## config.mk

```make
export PLATFORM = sky130hd
export DESIGN_NAME = uart_status_format
export DESIGN_NICKNAME = d
export VERILOG_FILES = /design/src/logic/uart_fmt_pkg.sv /design/src/logic/char_framer.sv /design/src/logic/uart_status_format.sv
export SDC_FILE = /design/constraint.sdc
export NUM_CORES = 1
export LEC_CHECK = 0
export ABC_AREA = 1
export ABC_CLOCK_PERIOD_IN_PS = 1900
export BUFFER_PORTS_ARGS = -buffer_cell sky130_fd_sc_hd__buf_2
export CAP_MARGIN = 20
export CORE_MARGIN = 2
export CORE_UTILIZATION = 47
export CTS_BUF_LIST = sky130_fd_sc_hd__clkbuf_4
export DETAILED_ROUTE_END_ITERATION = 10
export PLACE_DENSITY = 0.82
export SLEW_MARGIN = 5
export SYNTH_ARGS = -nofsm -noshare
export SYNTH_HDL_FRONTEND = slang
export SYNTH_HIERARCHICAL = 1
export SYNTH_SLANG_ARGS = --single-unit
```

## constraint.sdc

```tcl
create_clock -name clk -period 1.9 [get_ports clk]
set_clock_uncertainty 0.05 [all_clocks]
set_input_delay 0.19 -clock clk [delete_from_list [all_inputs] [get_ports clk]]
set_output_delay 0.19 -clock clk [all_outputs]
set_load 0.005 [all_outputs]
```

## src/logic/uart_fmt_pkg.sv

```systemverilog
// Shared constants, codes and carrier types for the status and line format block
package uart_fmt_pkg;

	// Register byte offsets on the bus
	localparam logic [3:0] OFS_IDENT = 4'h0;
	localparam logic [3:0] OFS_LINE = 4'h4;
	localparam logic [3:0] OFS_FIFO = 4'h8;

	// Line format control and FIFO setup field positions
	localparam int LINE_DIVISOR_BIT = 7;
	localparam int LINE_BREAK_BIT = 6;
	localparam int LINE_STICK_BIT = 5;
	localparam int LINE_EVEN_BIT = 4;
	localparam int LINE_PAR_EN_BIT = 3;
	localparam int LINE_STOP_BIT = 2;
	localparam int LINE_LEN_LSB = 0;
	localparam int FIFO_ENABLE_BIT = 0;

	// Identity register fields
	localparam int IDENT_FIFO_LSB = 6;
	localparam logic [1:0] IDENT_FIFO_ON = 2'h3;
	localparam logic [1:0] IDENT_FIFO_OFF = 2'h0;
	localparam logic [1:0] IDENT_UNUSED = 2'h0;

	// Codes shown in identity bits 3:0
	localparam logic [3:0] CODE_LINE = 4'h6;
	localparam logic [3:0] CODE_RX_AVAIL = 4'h4;
	localparam logic [3:0] CODE_RX_TIMEOUT = 4'hc;
	localparam logic [3:0] CODE_TX_EMPTY = 4'h2;
	localparam logic [3:0] CODE_MODEM = 4'h0;
	localparam logic [3:0] CODE_NONE = 4'h1;

	// Reset values
	localparam logic [7:0] LINE_RESET = 8'h00;
	localparam logic FIFO_RESET = 1'b0;
	localparam logic TX_IDLE = 1'b1;

	// Character framing figures
	localparam logic [3:0] WORD_BITS_MIN = 4'h5;
	localparam logic [2:0] STOP_HALVES_ONE = 3'h2;
	localparam logic [2:0] STOP_HALVES_ONE_HALF = 3'h3;
	localparam logic [2:0] STOP_HALVES_TWO = 3'h4;

	// Bus phase, one-hot
	typedef enum logic [1:0] {
		BUS_IDLE = 2'b01,
		BUS_ACK = 2'b10
	} bus_phase_t;

	// Source currently reported, one-hot
	typedef enum logic [5:0] {
		SRC_NONE = 6'b000001,
		SRC_LINE = 6'b000010,
		SRC_RX_AVAIL = 6'b000100,
		SRC_RX_TIMEOUT = 6'b001000,
		SRC_TX_EMPTY = 6'b010000,
		SRC_MODEM = 6'b100000
	} src_sel_t;

	// Pending interrupt conditions from the rest of the channel
	typedef struct packed {
		logic line_status;
		logic rx_avail;
		logic rx_timeout;
		logic tx_empty;
		logic modem;
	} irq_src_t;

	// Character format handed to transmitter and receiver
	typedef struct packed {
		logic [3:0] word_bits;
		logic [2:0] stop_halves;
		logic parity_en;
		logic parity_bit;
		logic divisor_access;
	} line_fmt_t;

endpackage

```

## src/logic/char_framer.sv

```systemverilog
// Decodes line format control into word length, stop length and parity bit
`timescale 1ns/10ps
module char_framer (
	input wire logic clk,
	input wire logic reset_n,
	input wire logic [7:0] line,
	input wire logic [7:0] tx_char,
	output uart_fmt_pkg::line_fmt_t fmt
);

	uart_fmt_pkg::line_fmt_t fmt_d;
	uart_fmt_pkg::line_fmt_t fmt_q;
	logic [1:0] len;
	logic [7:0] mask;
	logic ones;

	// Decode the format fields
	always_comb begin
		len = line[uart_fmt_pkg::LINE_LEN_LSB +: 2];
		mask = 8'hff >> (3'h3 - {1'b0, len}); // Bits beyond word length ignored
		ones = ^(tx_char & mask);
		fmt_d = '0;
		fmt_d.word_bits = uart_fmt_pkg::WORD_BITS_MIN + {2'h0, len};
		if (!line[uart_fmt_pkg::LINE_STOP_BIT]) begin
			fmt_d.stop_halves = uart_fmt_pkg::STOP_HALVES_ONE;
		end else if (len == 2'h0) begin
			fmt_d.stop_halves = uart_fmt_pkg::STOP_HALVES_ONE_HALF;
		end else begin
			fmt_d.stop_halves = uart_fmt_pkg::STOP_HALVES_TWO;
		end
		fmt_d.parity_en = line[uart_fmt_pkg::LINE_PAR_EN_BIT];
		// Stick codes follow customary practice, not the overlapping printed one
		case ({line[uart_fmt_pkg::LINE_STICK_BIT], line[uart_fmt_pkg::LINE_EVEN_BIT]})
			2'b00: fmt_d.parity_bit = ~ones;
			2'b01: fmt_d.parity_bit = ones;
			2'b10: fmt_d.parity_bit = 1'b1;
			2'b11: fmt_d.parity_bit = 1'b0;
			default: fmt_d.parity_bit = 1'b0;
		endcase
		if (!fmt_d.parity_en) begin
			fmt_d.parity_bit = 1'b0;
		end
		fmt_d.divisor_access = line[uart_fmt_pkg::LINE_DIVISOR_BIT];
	end

	// Register the decoded format
	always_ff @(posedge clk) begin
		if (!reset_n) begin
			fmt_q <= '0;
		end else begin
			fmt_q <= fmt_d;
		end
	end

	assign fmt = fmt_q;
endmodule

```

## src/logic/uart_status_format.sv

```systemverilog
// Interrupt identity and line format registers of one channel, Avalon-MM slave
// Behaviour
// Identity read returns the highest-priority pending interrupt code.
// A reported interrupt holds the identity until serviced; others wait.
// After servicing, the next lower pending interrupt shows on re-read.
// Line status interrupt: priority 1, code 0110.
// Received data available: priority 2, code 0100.
// Receive time-out: priority 2, code 1100.
// Transmit holding empty: priority 3, code 0010.
// Modem status: lowest priority 4, code 0000.
// Bit 0 reads 0 while pending, 1 when none; 1 after reset.
// Bits 7:6 read 11 with FIFOs enabled, 00 otherwise; reset 00.
// Line control bit 7 enables divisor latch access; resets clear.
// Line control bit 6 holds transmit output low until cleared.
// Bits 5:3 select parity; bit 3 clear means no parity bit.
// Bit 3 set: odd when bit 4 is 0, even 01, forced 0 at 11. Code forces 1 at 10 instead.
// Bit 2 clear one stop; set gives 1.5 for 5 bits, else 2.
// Bits 1:0 select 5, 6, 7 or 8 bit characters.
// FIFO-enabled indication follows the FIFO setup enable bit.
// Identity bits 5:4 read zero.
// Parity bits 5:4 equal to 10 with bit 3 force parity one.
// All line control bits reset to zero.
//
// The implementer's own choices: the Avalon-MM slave port and the placing of the registers.
`timescale 1ns/10ps
module uart_status_format #(
	parameter int ADDR_W = 4
) (
	input wire logic clk,
	input wire logic reset_n,
	input wire logic [ADDR_W-1:0] address,
	input wire logic read,
	input wire logic write,
	input wire logic [3:0] byteenable,
	input wire logic [31:0] writedata,
	output logic [31:0] readdata,
	output logic waitrequest,
	input wire uart_fmt_pkg::irq_src_t irq_src,
	input wire logic tx_serial,
	input wire logic [7:0] tx_char,
	output logic tx_line,
	output uart_fmt_pkg::line_fmt_t fmt
);

	// Elaboration check: the map needs byte offsets up to 8
	if (ADDR_W < 4) begin : g_addr_check
		$error("ADDR_W must be at least 4");
	end

	typedef struct packed {
		uart_fmt_pkg::bus_phase_t phase;
		logic [31:0] rdata;
		logic [7:0] line;
		logic fifo_on;
		uart_fmt_pkg::src_sel_t held;
		logic tx_line;
	} state_t;

	state_t st_q;
	state_t st_d;
	// Decode results feeding the next-state logic
	uart_fmt_pkg::src_sel_t top_src;
	logic held_live;
	logic [3:0] code;
	logic [7:0] ident;
	logic req;
	logic [3:0] word_addr;

	// Highest pending source; data available wins a tie with time-out
	always_comb begin
		if (irq_src.line_status) begin
			top_src = uart_fmt_pkg::SRC_LINE;
		end else if (irq_src.rx_avail) begin
			top_src = uart_fmt_pkg::SRC_RX_AVAIL;
		end else if (irq_src.rx_timeout) begin
			top_src = uart_fmt_pkg::SRC_RX_TIMEOUT;
		end else if (irq_src.tx_empty) begin
			top_src = uart_fmt_pkg::SRC_TX_EMPTY;
		end else if (irq_src.modem) begin
			top_src = uart_fmt_pkg::SRC_MODEM;
		end else begin
			top_src = uart_fmt_pkg::SRC_NONE;
		end
	end

	// Whether the reported source is still awaiting service
	always_comb begin
		case (st_q.held)
			uart_fmt_pkg::SRC_LINE: held_live = irq_src.line_status;
			uart_fmt_pkg::SRC_RX_AVAIL: held_live = irq_src.rx_avail;
			uart_fmt_pkg::SRC_RX_TIMEOUT: held_live = irq_src.rx_timeout;
			uart_fmt_pkg::SRC_TX_EMPTY: held_live = irq_src.tx_empty;
			uart_fmt_pkg::SRC_MODEM: held_live = irq_src.modem;
			default: held_live = 1'b0;
		endcase
	end

	// Code for the reported source
	always_comb begin
		case (st_q.held)
			uart_fmt_pkg::SRC_LINE: code = uart_fmt_pkg::CODE_LINE;
			uart_fmt_pkg::SRC_RX_AVAIL: code = uart_fmt_pkg::CODE_RX_AVAIL;
			uart_fmt_pkg::SRC_RX_TIMEOUT: code = uart_fmt_pkg::CODE_RX_TIMEOUT;
			uart_fmt_pkg::SRC_TX_EMPTY: code = uart_fmt_pkg::CODE_TX_EMPTY;
			uart_fmt_pkg::SRC_MODEM: code = uart_fmt_pkg::CODE_MODEM;
			default: code = uart_fmt_pkg::CODE_NONE;
		endcase
	end

	// Identity register image
	always_comb begin
		ident = {(st_q.fifo_on ? uart_fmt_pkg::IDENT_FIFO_ON : uart_fmt_pkg::IDENT_FIFO_OFF),
			uart_fmt_pkg::IDENT_UNUSED, code};
	end

	// Only address bits 3:0 are decoded, so a wider bus sees the map aliased
	assign req = read | write;
	assign word_addr = address[3:0];
	// One wait state on every access; answer is combinational from the phase
	assign waitrequest = req & (st_q.phase != uart_fmt_pkg::BUS_ACK);

	// Next state of the whole block
	always_comb begin
		st_d = st_q;
		// Bus phase: first cycle waits, second completes the access
		case (st_q.phase)
			uart_fmt_pkg::BUS_IDLE: begin
				if (req) begin
					st_d.phase = uart_fmt_pkg::BUS_ACK;
				end
			end
			uart_fmt_pkg::BUS_ACK: begin
				st_d.phase = uart_fmt_pkg::BUS_IDLE;
			end
			default: begin
				st_d.phase = uart_fmt_pkg::BUS_IDLE;
			end
		endcase
		// Read data is sampled while the master is still waiting
		if (read && st_q.phase == uart_fmt_pkg::BUS_IDLE) begin
			case (word_addr)
				uart_fmt_pkg::OFS_IDENT: st_d.rdata = {24'h000000, ident};
				uart_fmt_pkg::OFS_LINE: st_d.rdata = {24'h000000, st_q.line};
				uart_fmt_pkg::OFS_FIFO: st_d.rdata = {31'h00000000, st_q.fifo_on};
				default: st_d.rdata = 32'h00000000; // Unmapped reads as zero
			endcase
		end
		// Writes land at the completing edge; unmapped writes are dropped
		if (write && st_q.phase == uart_fmt_pkg::BUS_ACK && byteenable[0]) begin
			case (word_addr)
				uart_fmt_pkg::OFS_LINE: st_d.line = writedata[7:0];
				uart_fmt_pkg::OFS_FIFO: st_d.fifo_on = writedata[uart_fmt_pkg::FIFO_ENABLE_BIT];
				default: st_d.line = st_q.line;
			endcase
		end
		// Reported source is kept until serviced, then the next one takes over
		if (!held_live) begin
			st_d.held = top_src;
		end
		// Break forces the line low for as long as the bit stays set
		st_d.tx_line = st_q.line[uart_fmt_pkg::LINE_BREAK_BIT] ? 1'b0 : tx_serial;
	end

	// Register the state
	always_ff @(posedge clk) begin
		if (!reset_n) begin
			st_q.phase <= uart_fmt_pkg::BUS_IDLE;
			st_q.rdata <= 32'h00000000;
			st_q.line <= uart_fmt_pkg::LINE_RESET;
			st_q.fifo_on <= uart_fmt_pkg::FIFO_RESET;
			st_q.held <= uart_fmt_pkg::SRC_NONE;
			st_q.tx_line <= uart_fmt_pkg::TX_IDLE;
		end else begin
			st_q <= st_d;
		end
	end

	// Data outputs come straight from flip-flops
	assign readdata = st_q.rdata;
	assign tx_line = st_q.tx_line;

	// Format decode and parity generation
	char_framer u_framer (
		.clk(clk),
		.reset_n(reset_n),
		.line(st_q.line),
		.tx_char(tx_char),
		.fmt(fmt)
	);
endmodule

```

==> metrics.cfg, run 1 <==
[worst_setup_path]
critPathMaxStageDelay_ns=0.32
start_kind=flop
arrival_ns=1.81
critical_path_depth=7
r2r_setup_slack_ns=0.32
endpoint_kind=flop
crit_family=simple AND/OR/NAND/NOR gates
worstPathRequired_ns=2.13
worstSetupPathType=flop to flop
path_buf_inv=2
cpMaxStageDelayCell=dfxtp_1
cp_cell_sequence=inv_1 > or2_1 > nor3_2 > nand2_1 > inv_2 > nor2_1 > nor2_1
worst_r2r_path_depth=7
cpMostUsedCell=nor2_1
critPathMaxFanout=11

[clock_tree]
postCtsResizedCells=0
clk_pin_slew_ns=0.11
cts_tree=yes
root_buffer=clkbuf_4
clk_latency_ns=0.34
h-tree-depth=2
post_cts_buffers=0
numCtsBuffers=5
cts_sinks=36
cts.path.max_buffers=2

[placed_design]
dpl-instance-area_um2=2210
portBuffers=50
dp_hpwl_um=3110
routabilityCongestion=0.860

[pwr]
ir_drop_uv=328
power.density_nw_per_um2=622
p_leak_nw=1.21
power_w=0.00142

[min_path]
worstHoldPathType=input pin to flop
hold-path-cell-count=3

[synthesis]
syn_inst=295
syn_avg_cell_area_um2=6.99
netlist_area_um2=2060
synth_cell_types=32
synth_edf_count=0
synthArstFlopShare_pct=0
ys_seq_area_share_pct=35.0
ys.flop_type=dfxtp_1
synth_seq_cells=36
synth_warnings=6

[route]
dr.pass1.iters=4
drc=0
ant_nets=0
drt_iter0_drc=86
avgViaCountPerCell=4.51
vias=1787
wl_um=3870
wire_per_inst_um=9.78

[layout]
final_cell_area_um2=2290
syn_to_final_growth_pct=10.9
fill_cells=434
nNetsFinal=403
num_antenna_cells=0
drive_gt1_share_pct=28.8

[floorplanning]
fp-row-count=24
fp.coreArea_um2=4290
die_w_um=70.2
initial_core_util_pct=48.0
die_h_um=70.2
fp.dieArea_um2=4930
pin_count=102

[timing]
fin_crit_sh_pct=83.0
finalCriticalPeriod_ns=1.58
hold_viol_final=0
rsz0062_at_grt=no
clock.fmax_ghz=0.634
setup_viol=0
drv_slew=0
fin_setup_tns_ns=0

[outcome]
status=finished clean

[global_routing]
grt_usage_pct=16.3
grt_pass1_vias=1540
antenna_found_initial=0
grt.overflow.total=0
grt_pass1_wl_um=6380
grt_start_max_net_pins=12

[job]
drv_cap=0

==> where the power goes <==
part / switching [W] / total (W) / internal, W / leakage (nW)
combinational: 0.000123 / 0.000200 / 0.0000767 / 0.877
sequential: 0.0000133 / 0.000785 / 0.000772 / 0.293
clock: 0.000261 / 0.000438 / 0.000177 / 0.0363
total: 0.000397 / 0.00142 / 0.00103 / 1.21
==> synth_stat cells, types with 2 or more instances <==
cell type / number / area (um^2)
ha_1: 2 / 25.0
o22ai_1: 2 / 12.5
dfxtp_1: 36 / 721
nor2_1: 29 / 109
nand4_1: 2 / 12.5
inv_2: 10 / 37.5
nor2_2: 4 / 25.0
o21ai_1: 12 / 60.1
nand2_2: 8 / 50.1
nor3_1: 3 / 15.0
o21ai_0: 2 / 10.0
nand2_1: 67 / 251
nand3_1: 13 / 65.1
nand3_2: 5 / 50.1
nand2_4: 2 / 22.5
buf_4: 32 / 240
nor2_4: 4 / 45.0
a21oi_1: 14 / 70.1
inv_1: 35 / 131
==> per-stage QoR <==
stage | std cells | hold slack (ns) | setup WS, ns | util (%)
after global placement | 387 | 0.329 | 0.395 | 51.6
final | 396 | 0.0305 | 0.322 | 53.2
after CTS | 396 | 0.0221 | 0.320 | 53.2
after floorplan | 318 | 0.233 | 0.525 | -
after detailed placement | 387 | 0.344 | 0.349 | 51.6
after global routing | 396 | 0.0298 | 0.169 | 53.2
==> tightest hold or removal path, delay by kind of cell <==
kind / cells / cell delay [ns]
AND/OR/NAND/NOR: 1 / 0.07
buffers and inverters: 1 / 0.07
AO/OA/AOI/OAI: 1 / 0.05
==> cells in the final DEF, fill, tap and decap left out, drive strengths merged <==
master | Yosys | routed
or2 | 1 | 1
and3 | 1 | 1
nor2 | 37 | 37
a21oi | 15 | 15
and2 | 1 | 1
nor3 | 5 | 5
ha | 2 | 2
nor4 | 1 | 1
inv | 45 | 45
o22ai | 2 | 2
o211ai | 1 | 1
nand3 | 18 | 18
clkbuf | 0 | 7
nand2 | 77 | 77
buf | 34 | 51
dlygate4sd3 | 0 | 1
dfxtp | 36 | 36
conb | 1 | 24
clkinv | 1 | 2
o21ai | 15 | 15
nand4 | 2 | 2
==> metal layers <==
layer / track usage [%] / vias to the layer above / routed length [um]
met4: 10.0 / 0 / 115
met2: 26.8 / 55 / 1850
met1: 18.9 / 770 / 1700
met3: 4.18 / 11 / 209
met5: 0 / - / 0
li1: - / 951 / -
==> layout make-up <==
type / count / area (um^2) / share of cell area, %
multi-input combinational: 202 / 997 / 43.6
clock buffer: 7 / 52.6 / 2.30
clock inverter: 1 / 8.76 / 0.383
inverter: 46 / 174 / 7.61
tap: 52 / 65.1 / 2.85
timing repair buffer: 52 / 268 / 11.7
sequential: 36 / 721 / 31.5
==> registers in the layout (all words and copies together) (netlist names) <==
register,count
readdata,8
st_q,17
tx_line,1
u_framer/fmt,10
==> what timing repair did <==
item	4_1_cts	5_1_grt
hold buffers	1	0
hold endpoints to repair	1	0
setup endpoints to repair	0	0
==> cell families after synthesis <==
| kind of cell | after synthesis | synth area share, % |
|---|---|---|
| AO/OA/AOI/OAI | 33 | 8.86 |
| adder cells (fa/ha/maj) | 2 | 1.21 |
| buffers and inverters | 80 | 20.9 |
| flip-flops | 36 | 35.0 |
| other | 1 | 0.182 |
| AND/OR/NAND/NOR | 143 | 33.9 |
==> worst paths after layout <==
kind                startpoint              end
hold / removal    writedata[2]         st_q[10]
setup / recovery      st_q[49]         st_q[12]
setup reg to reg      st_q[49]         st_q[12]
hold reg to reg       st_q[15]  u_framer/fmt[0]
(Power assumes the default switching activity.)
==> run 2, diff against run 1 <==
Settings changed: ABC_CLOCK_PERIOD_IN_PS 1900 to 1300, CORE_UTILIZATION 47 to 43, PLACE_DENSITY 0.82 to 0.79.
Clock period 1.9 ns to 1.3 ns, I/O delays scaled along.
==> metrics.cfg, run 2 (synthesis gave the netlist of run 1 again) <==
[outcome]
status=finished with violations  ; was finished clean
violations=negative setup slack

[floorplanning]
initial_core_util_pct=44.2  ; was 48.0%
fp.dieArea_um2=5370  ; was 4930 um^2
die_w_um=73.3  ; was 70.2 um
fp-row-count=25  ; was 24
die_h_um=73.3  ; was 70.2 um
pin_count=102  ; unchanged
fp.coreArea_um2=4660  ; was 4290 um^2

[layout]
syn_to_final_growth_pct=27.4  ; was 10.9%
drive_gt1_share_pct=40.9  ; was 28.8%
final_cells=423  ; was 396
regMostFlops=st_q  ; unchanged
largest_reg_flops=17  ; unchanged
layout.cells.most_common=nand2_1  ; unchanged
num_antenna_cells=0  ; unchanged
most-common-layout-cells=nand2_1 (60), buf_2 (50), inv_1 (31), dfxtp_1 (27), nor2_1 (25)  ; was nand2_1 (67), buf_2 (50), dfxtp_1 (36), inv_1 (35), nor2_1 (29)
nNetsFinal=428  ; was 403

[placed_design]
pre_cts_slack_ns=-0.0925  ; was 0.349 ns
portBuffers=50  ; unchanged
dp_cells=400  ; was 387
routabilityCongestion=0.879  ; was 0.860
dp_hpwl_um=3240  ; was 3110 um

[worst_setup_path]
rr_startpoint=st_q[8]  ; was st_q[49]
endpoint_kind=flop  ; unchanged
critPathMaxFanout=4  ; was 11
worstSetupPathType=flop to flop  ; unchanged
start_kind=flop  ; unchanged
startpoint=st_q[8]  ; was st_q[49]
arrival_ns=1.66  ; was 1.81 ns
worstPathRequired_ns=1.55  ; was 2.13 ns

[global_routing]
grt_start_max_net_pins=12  ; unchanged
antenna_found_initial=0  ; unchanged
grt_pass1_wl_um=6530  ; was 6380 um
grt.overflow.total=0  ; unchanged
grt_pass1_vias=1582  ; was 1540
grt_usage_pct=15.7  ; was 16.3%

[route]
drt_iter0_drc=99  ; was 86
drc=0  ; unchanged
vias=1919  ; was 1787
ant_nets=0  ; unchanged
wl_um=4450  ; was 3870 um
avgViaCountPerCell=4.54  ; was 4.51
dr.pass1.iters=4  ; unchanged
wire_per_inst_um=10.5  ; was 9.78 um

[job]
drv_cap=0  ; unchanged

[pwr]
p_leak_nw=1.36  ; was 1.21 nW
power_w=0.00208  ; was 0.00142 W
ir_drop_uv=329  ; was 328 uV
power.density_nw_per_um2=793  ; was 622 nW/um^2

[clock_tree]
cts.path.max_buffers=2  ; unchanged
cts_tree=yes  ; unchanged
numCtsBuffers=5  ; unchanged
root_buffer=clkbuf_4  ; unchanged
cts_sinks=36  ; unchanged
clk_pin_slew_ns=0.11  ; about the same
h-tree-depth=2  ; unchanged
clk_latency_ns=0.35  ; was 0.34 ns

[timing]
fin_crit_sh_pct=109  ; was 83.0%
setup_ws_ns=-0.114  ; was 0.322 ns
rsz0062_at_grt=yes  ; was no
clock.fmax_ghz=0.707  ; was 0.634 GHz
drv_slew=0  ; unchanged
hold_viol_final=0  ; unchanged
finalCriticalPeriod_ns=1.41  ; was 1.58 ns
setup_viol=11  ; was 0

[min_path]
min_from=irq_src[4]  ; was writedata[2]
worstHoldPathType=input pin to flop  ; unchanged

==> run 2: path summary, 6_finish.rpt <==
kind | to | slack, ns | cells after the start
worst max-delay path | u_framer/fmt[1] | -0.11 | 13
worst min-delay path | st_q[2] | 0.04 | 3
worst max register to register | u_framer/fmt[1] | -0.11 | 13
worst min register to register | u_framer/fmt[6] | 0.41 | 1
==> run 2: where the power goes <==
group          total [W]  switching, W  internal, W  leakage [nW]
registers        0.00115     0.0000213      0.00112         0.297
clock network   0.000572      0.000374     0.000198        0.0324
logic           0.000366      0.000213     0.000153          1.03
total            0.00208      0.000608      0.00148          1.36
==> run 2: cell type report <==
cell class	instances	area, um^2
well taps	54	67.6
inverters	46	181
flip-flops and latches	36	742
repair buffers	77	483
multi-input cells	202	1100
fillers	435	2030
clock buffers	5	37.5
clock inverters	3	13.8
==> run 2: routing by layer <==
layer | track usage (%) | vias up | share of wire, %
li1 | - | 998 | -
met3 | 3.02 | 7 | 5.0
met1 | 19.3 | 850 | 43
met5 | 0 | - | 0
met4 | 8.44 | 0 | 2.0
met2 | 25.8 | 64 | 50
==> run 2: repair_timing <==
item                                   in CTS  in global routing
resized for setup                           3                 39
endpoints found under the hold margin       9                  0
hold buffers                                9                  0
setup endpoints to repair                  11                 19
pin swaps                                   4                 17
buffers inserted                            2                  4
cloned                                      0                  0
==> run 2: per-stage QoR <==
step / hold slack, ns / util [%] / TNS [ns] / cell area [um^2]
after CTS: 0.0402 / 53.3 / -0.809 / 2490
after global routing: 0.0519 / 56.4 / -1.88 / 2630
after floorplan: 0.173 / - / -0.000362 / 2170
after detailed placement: 0.278 / 49.8 / -0.699 / 2320
after global placement: 0.272 / 49.8 / -0.443 / 2320
final: 0.0414 / 56.4 / -0.608 / 2630
==> run 2: worst max-delay path, cell delays in order, from the launching register on <==
cell	delay (ns)
dfxtp_4	0.38
inv_2	0.05
ha_4	0.16
inv_4	0.06
nand2_2	0.06
nand2_2	0.08
nand2_2	0.07
inv_2	0.05
nand2_1	0.05
nand3_2	0.06
nand3_2	0.08
nand2_1	0.06
nand2_1	0.06
nor2_2	0.09
==> run 3, diff against run 2 <==
Settings changed: ABC_AREA 1 to default, CORE_UTILIZATION 43 to 42.
==> metrics.cfg, run 3 <==
[outcome]
status=finished with violations  ; unchanged
violations=negative setup slack  ; unchanged

[pwr]
ir_drop_uv=321  ; was 329 uV
power.density_nw_per_um2=875  ; was 793 nW/um^2
p_leak_nw=1.22  ; was 1.36 nW

[synthesis]
syn_inst=206  ; was 295
syn_avg_cell_area_um2=9.14  ; was 6.99 um^2
synth_warnings=6  ; unchanged
yosys.area.top_type=dfxtp_1  ; unchanged
synthTopCellsByArea=dfxtp_1 (38%), buf_4 (13%), mux2i_1 (4.3%), nor2_1 (2.8%), nand2_1 (2.6%)  ; was dfxtp_1 (35%), nand2_1 (12%), buf_4 (12%), inv_1 (6.4%), nor2_1 (5.3%)
synth_top_area_share_pct=38.3  ; was 35.0%
netlist_area_um2=1880  ; was 2060 um^2
synth.most_common_cell=dfxtp_1  ; was nand2_1
synth_edf_count=0  ; unchanged
ys_seq_area_share_pct=38.3  ; was 35.0%
yosys-top-cells-count=dfxtp_1 (36), buf_4 (32), nor2_1 (14)  ; was nand2_1 (67), dfxtp_1 (36), inv_1 (35)
ys.flop_type=dfxtp_1  ; unchanged
synth_seq_cells=36  ; unchanged
synthArstFlopShare_pct=0  ; unchanged
synth_cell_types=50  ; was 32

[worst_setup_path]
critPathMaxFanout=4  ; unchanged
r2r_setup_slack_ns=-0.35  ; was -0.11 ns
arrival_ns=1.84  ; was 1.66 ns
cpMaxStageDelayCell=dfxtp_4  ; unchanged
critPathMaxStageDelay_ns=0.38  ; about the same
worst_r2r_path_depth=7  ; was 13
endpoint_kind=flop  ; unchanged
worstSetupPathType=flop to flop  ; unchanged
startpoint=st_q[9]  ; was st_q[8]
start_kind=flop  ; unchanged
reg2reg_to=u_framer/fmt[1]  ; unchanged
cp_cell_sequence=inv_2 > ha_4 > nand2b_4 > xnor2_2 > xnor3_1 > or3_1 > and3_1  ; was inv_2 > ha_4 > inv_4 > nand2_2 > nand2_2 > nand2_2 > inv_2 > nand2_1 > nand3_2 > nand3_2 > nand2_1 > nand2_1 > nor2_2
worstPathRequired_ns=1.50  ; was 1.55 ns
crit_end=u_framer/fmt[1]  ; unchanged
rr_startpoint=st_q[9]  ; was st_q[8]

[floorplanning]
pin_count=102  ; unchanged
initial_core_util_pct=43.5  ; was 44.2%
die_w_um=71.0  ; was 73.3 um
die_h_um=71.0  ; was 73.3 um
fp.coreArea_um2=4320  ; was 4660 um^2
fp-row-count=24  ; was 25
fp.dieArea_um2=5040  ; was 5370 um^2

[timing]
setup_ws_ns=-0.346  ; was -0.114 ns
fin_crit_sh_pct=127  ; was 109%
rsz0062_at_grt=yes  ; unchanged
finalCriticalPeriod_ns=1.65  ; was 1.41 ns
setup_viol=11  ; unchanged
hold_viol_final=0  ; unchanged
drv_slew=0  ; unchanged
whs_ns=0.0271  ; was 0.0414 ns
clock.fmax_ghz=0.608  ; was 0.707 GHz

[layout]
drive_gt1_share_pct=43.8  ; was 40.9%
syn_to_final_growth_pct=37.5  ; was 27.4%
final_cell_area_um2=2590  ; was 2630 um^2
layout.cells.most_common=buf_2  ; was nand2_1
most-common-layout-cells=buf_2 (50), dfxtp_1 (26), conb_1 (24), buf_4 (23), nand2_1 (13)  ; was nand2_1 (60), buf_2 (50), inv_1 (31), dfxtp_1 (27), nor2_1 (25)
regMostFlops=st_q  ; unchanged
nNetsFinal=347  ; was 428
num_antenna_cells=0  ; unchanged
fill_cells=386  ; was 435
final_core_utilization_pct=59.9  ; was 56.4%
largest_reg_flops=17  ; unchanged

[global_routing]
grt_usage_pct=17.0  ; was 15.7%
grt_start_max_net_pins=23  ; was 12
grt.overflow.total=0  ; unchanged
grt_pass1_vias=1461  ; was 1582
grt_pass1_wl_um=6600  ; was 6530 um
antenna_found_initial=0  ; unchanged

[route]
vias=1619  ; was 1919
avgViaCountPerCell=4.76  ; was 4.54
drc=0  ; unchanged
dr.pass1.iters=4  ; unchanged
drt_iter0_drc=61  ; was 99
ant_nets=0  ; unchanged
wire_per_inst_um=12.5  ; was 10.5 um
wl_um=4270  ; was 4450 um

[placed_design]
dpl-instance-area_um2=2280  ; was 2320 um^2
routabilityCongestion=0.792  ; was 0.879
portBuffers=50  ; unchanged
dp_hpwl_um=2980  ; was 3240 um

[clock_tree]
numCtsBuffers=5  ; unchanged
cts_sinks=36  ; unchanged
clk_latency_ns=0.34  ; was 0.35 ns
cts_tree=yes  ; unchanged
clk_pin_slew_ns=0.11  ; about the same
h-tree-depth=2  ; unchanged
cts.path.max_buffers=2  ; unchanged
root_buffer=clkbuf_4  ; unchanged

[min_path]
worstHoldPathType=input pin to flop  ; unchanged

[job]
drv_cap=0  ; unchanged

[run 3: report_power, final]
part | total (W) | switching [W] | internal [W]
sequential | 0.00114 | 0.0000159 | 0.00112
combinational | 0.000363 | 0.000172 | 0.000192
clock | 0.000767 | 0.000374 | 0.000393
total | 0.00227 | 0.000562 | 0.00170
[run 3: kinds of logic (layout without fill, tap and decap cells)]
| family | count (synthesis) | count (layout) | synth area share (%) |
|---|---|---|---|
| other cells | 1 | 24 | 0.199 |
| flops | 36 | 36 | 38.3 |
| fa+ha+maj | 2 | 2 | 1.33 |
| xor+xnor | 9 | 9 | 4.92 |
| buf+inv | 47 | 106 | 16.6 |
| compound gates | 33 | 33 | 11.4 |
| simple gates | 70 | 70 | 23.1 |
| mux | 8 | 8 | 4.25 |
[run 3: worst max-delay path: cells and delay by family, from the launching register on]
kind                       cells  cell delay, ns
and+or+nand+nor                3            0.58
DFF                            1            0.38
adders and majority gates      1            0.15
buffers and inverters          1            0.04
xor gates and xnor gates       2            0.35
[run 3: repair_timing]
action,in CTS,in global routing
setup buffers,0,0
pin swaps,8,5
hold buffers,11,0
endpoints found under the hold margin,11,0
endpoints found under the setup margin,14,16
gates resized for setup,16,19
[run 3: worst min-delay path by stage]
stage	to	cells after the start	from
after floorplan	u_framer/fmt[0]	1	reset_n
after global placement	st_q[11]	3	writedata[3]
after detailed placement	tx_line	3	tx_serial
after CTS	st_q[5]	2	irq_src[1]
after global routing	st_q[5]	2	irq_src[1]
final	st_q[5]	2	irq_src[1]
[run 3: layer usage]
metal / vias up / global-route usage [%] / share of wire, %
met2: 50 / 30.2 / 52
met3: 11 / 5.27 / 5.1
li1: 818 / - / -
met1: 740 / 19.2 / 40
met5: - / 0 / 0
met4: 0 / 6.08 / 2.7
[run 3: metrics by stage]
step	std cells	total power (W)	setup TNS (ns)	worst slack (ns)
global placement	321	0.00146	-2.60	-0.296
detailed placement	321	0.00146	-2.90	-0.337
floorplan	229	0.00137	-1.21	-0.291
finish	340	0.00227	-1.68	-0.346
global route	340	0.00238	-2.67	-0.445
CTS	340	0.00226	-1.65	-0.358
[run 3: area by class of cell]
cell class	count	area, um^2	area share [%]
timing repair buffer	89	589	22.8
tap	52	65.1	2.51
multi-input combinational	146	1080	41.8
inverter	9	33.8	1.30
clock inverter	3	37.5	1.45
sequential	36	743	28.7
clock buffer	5	37.5	1.45
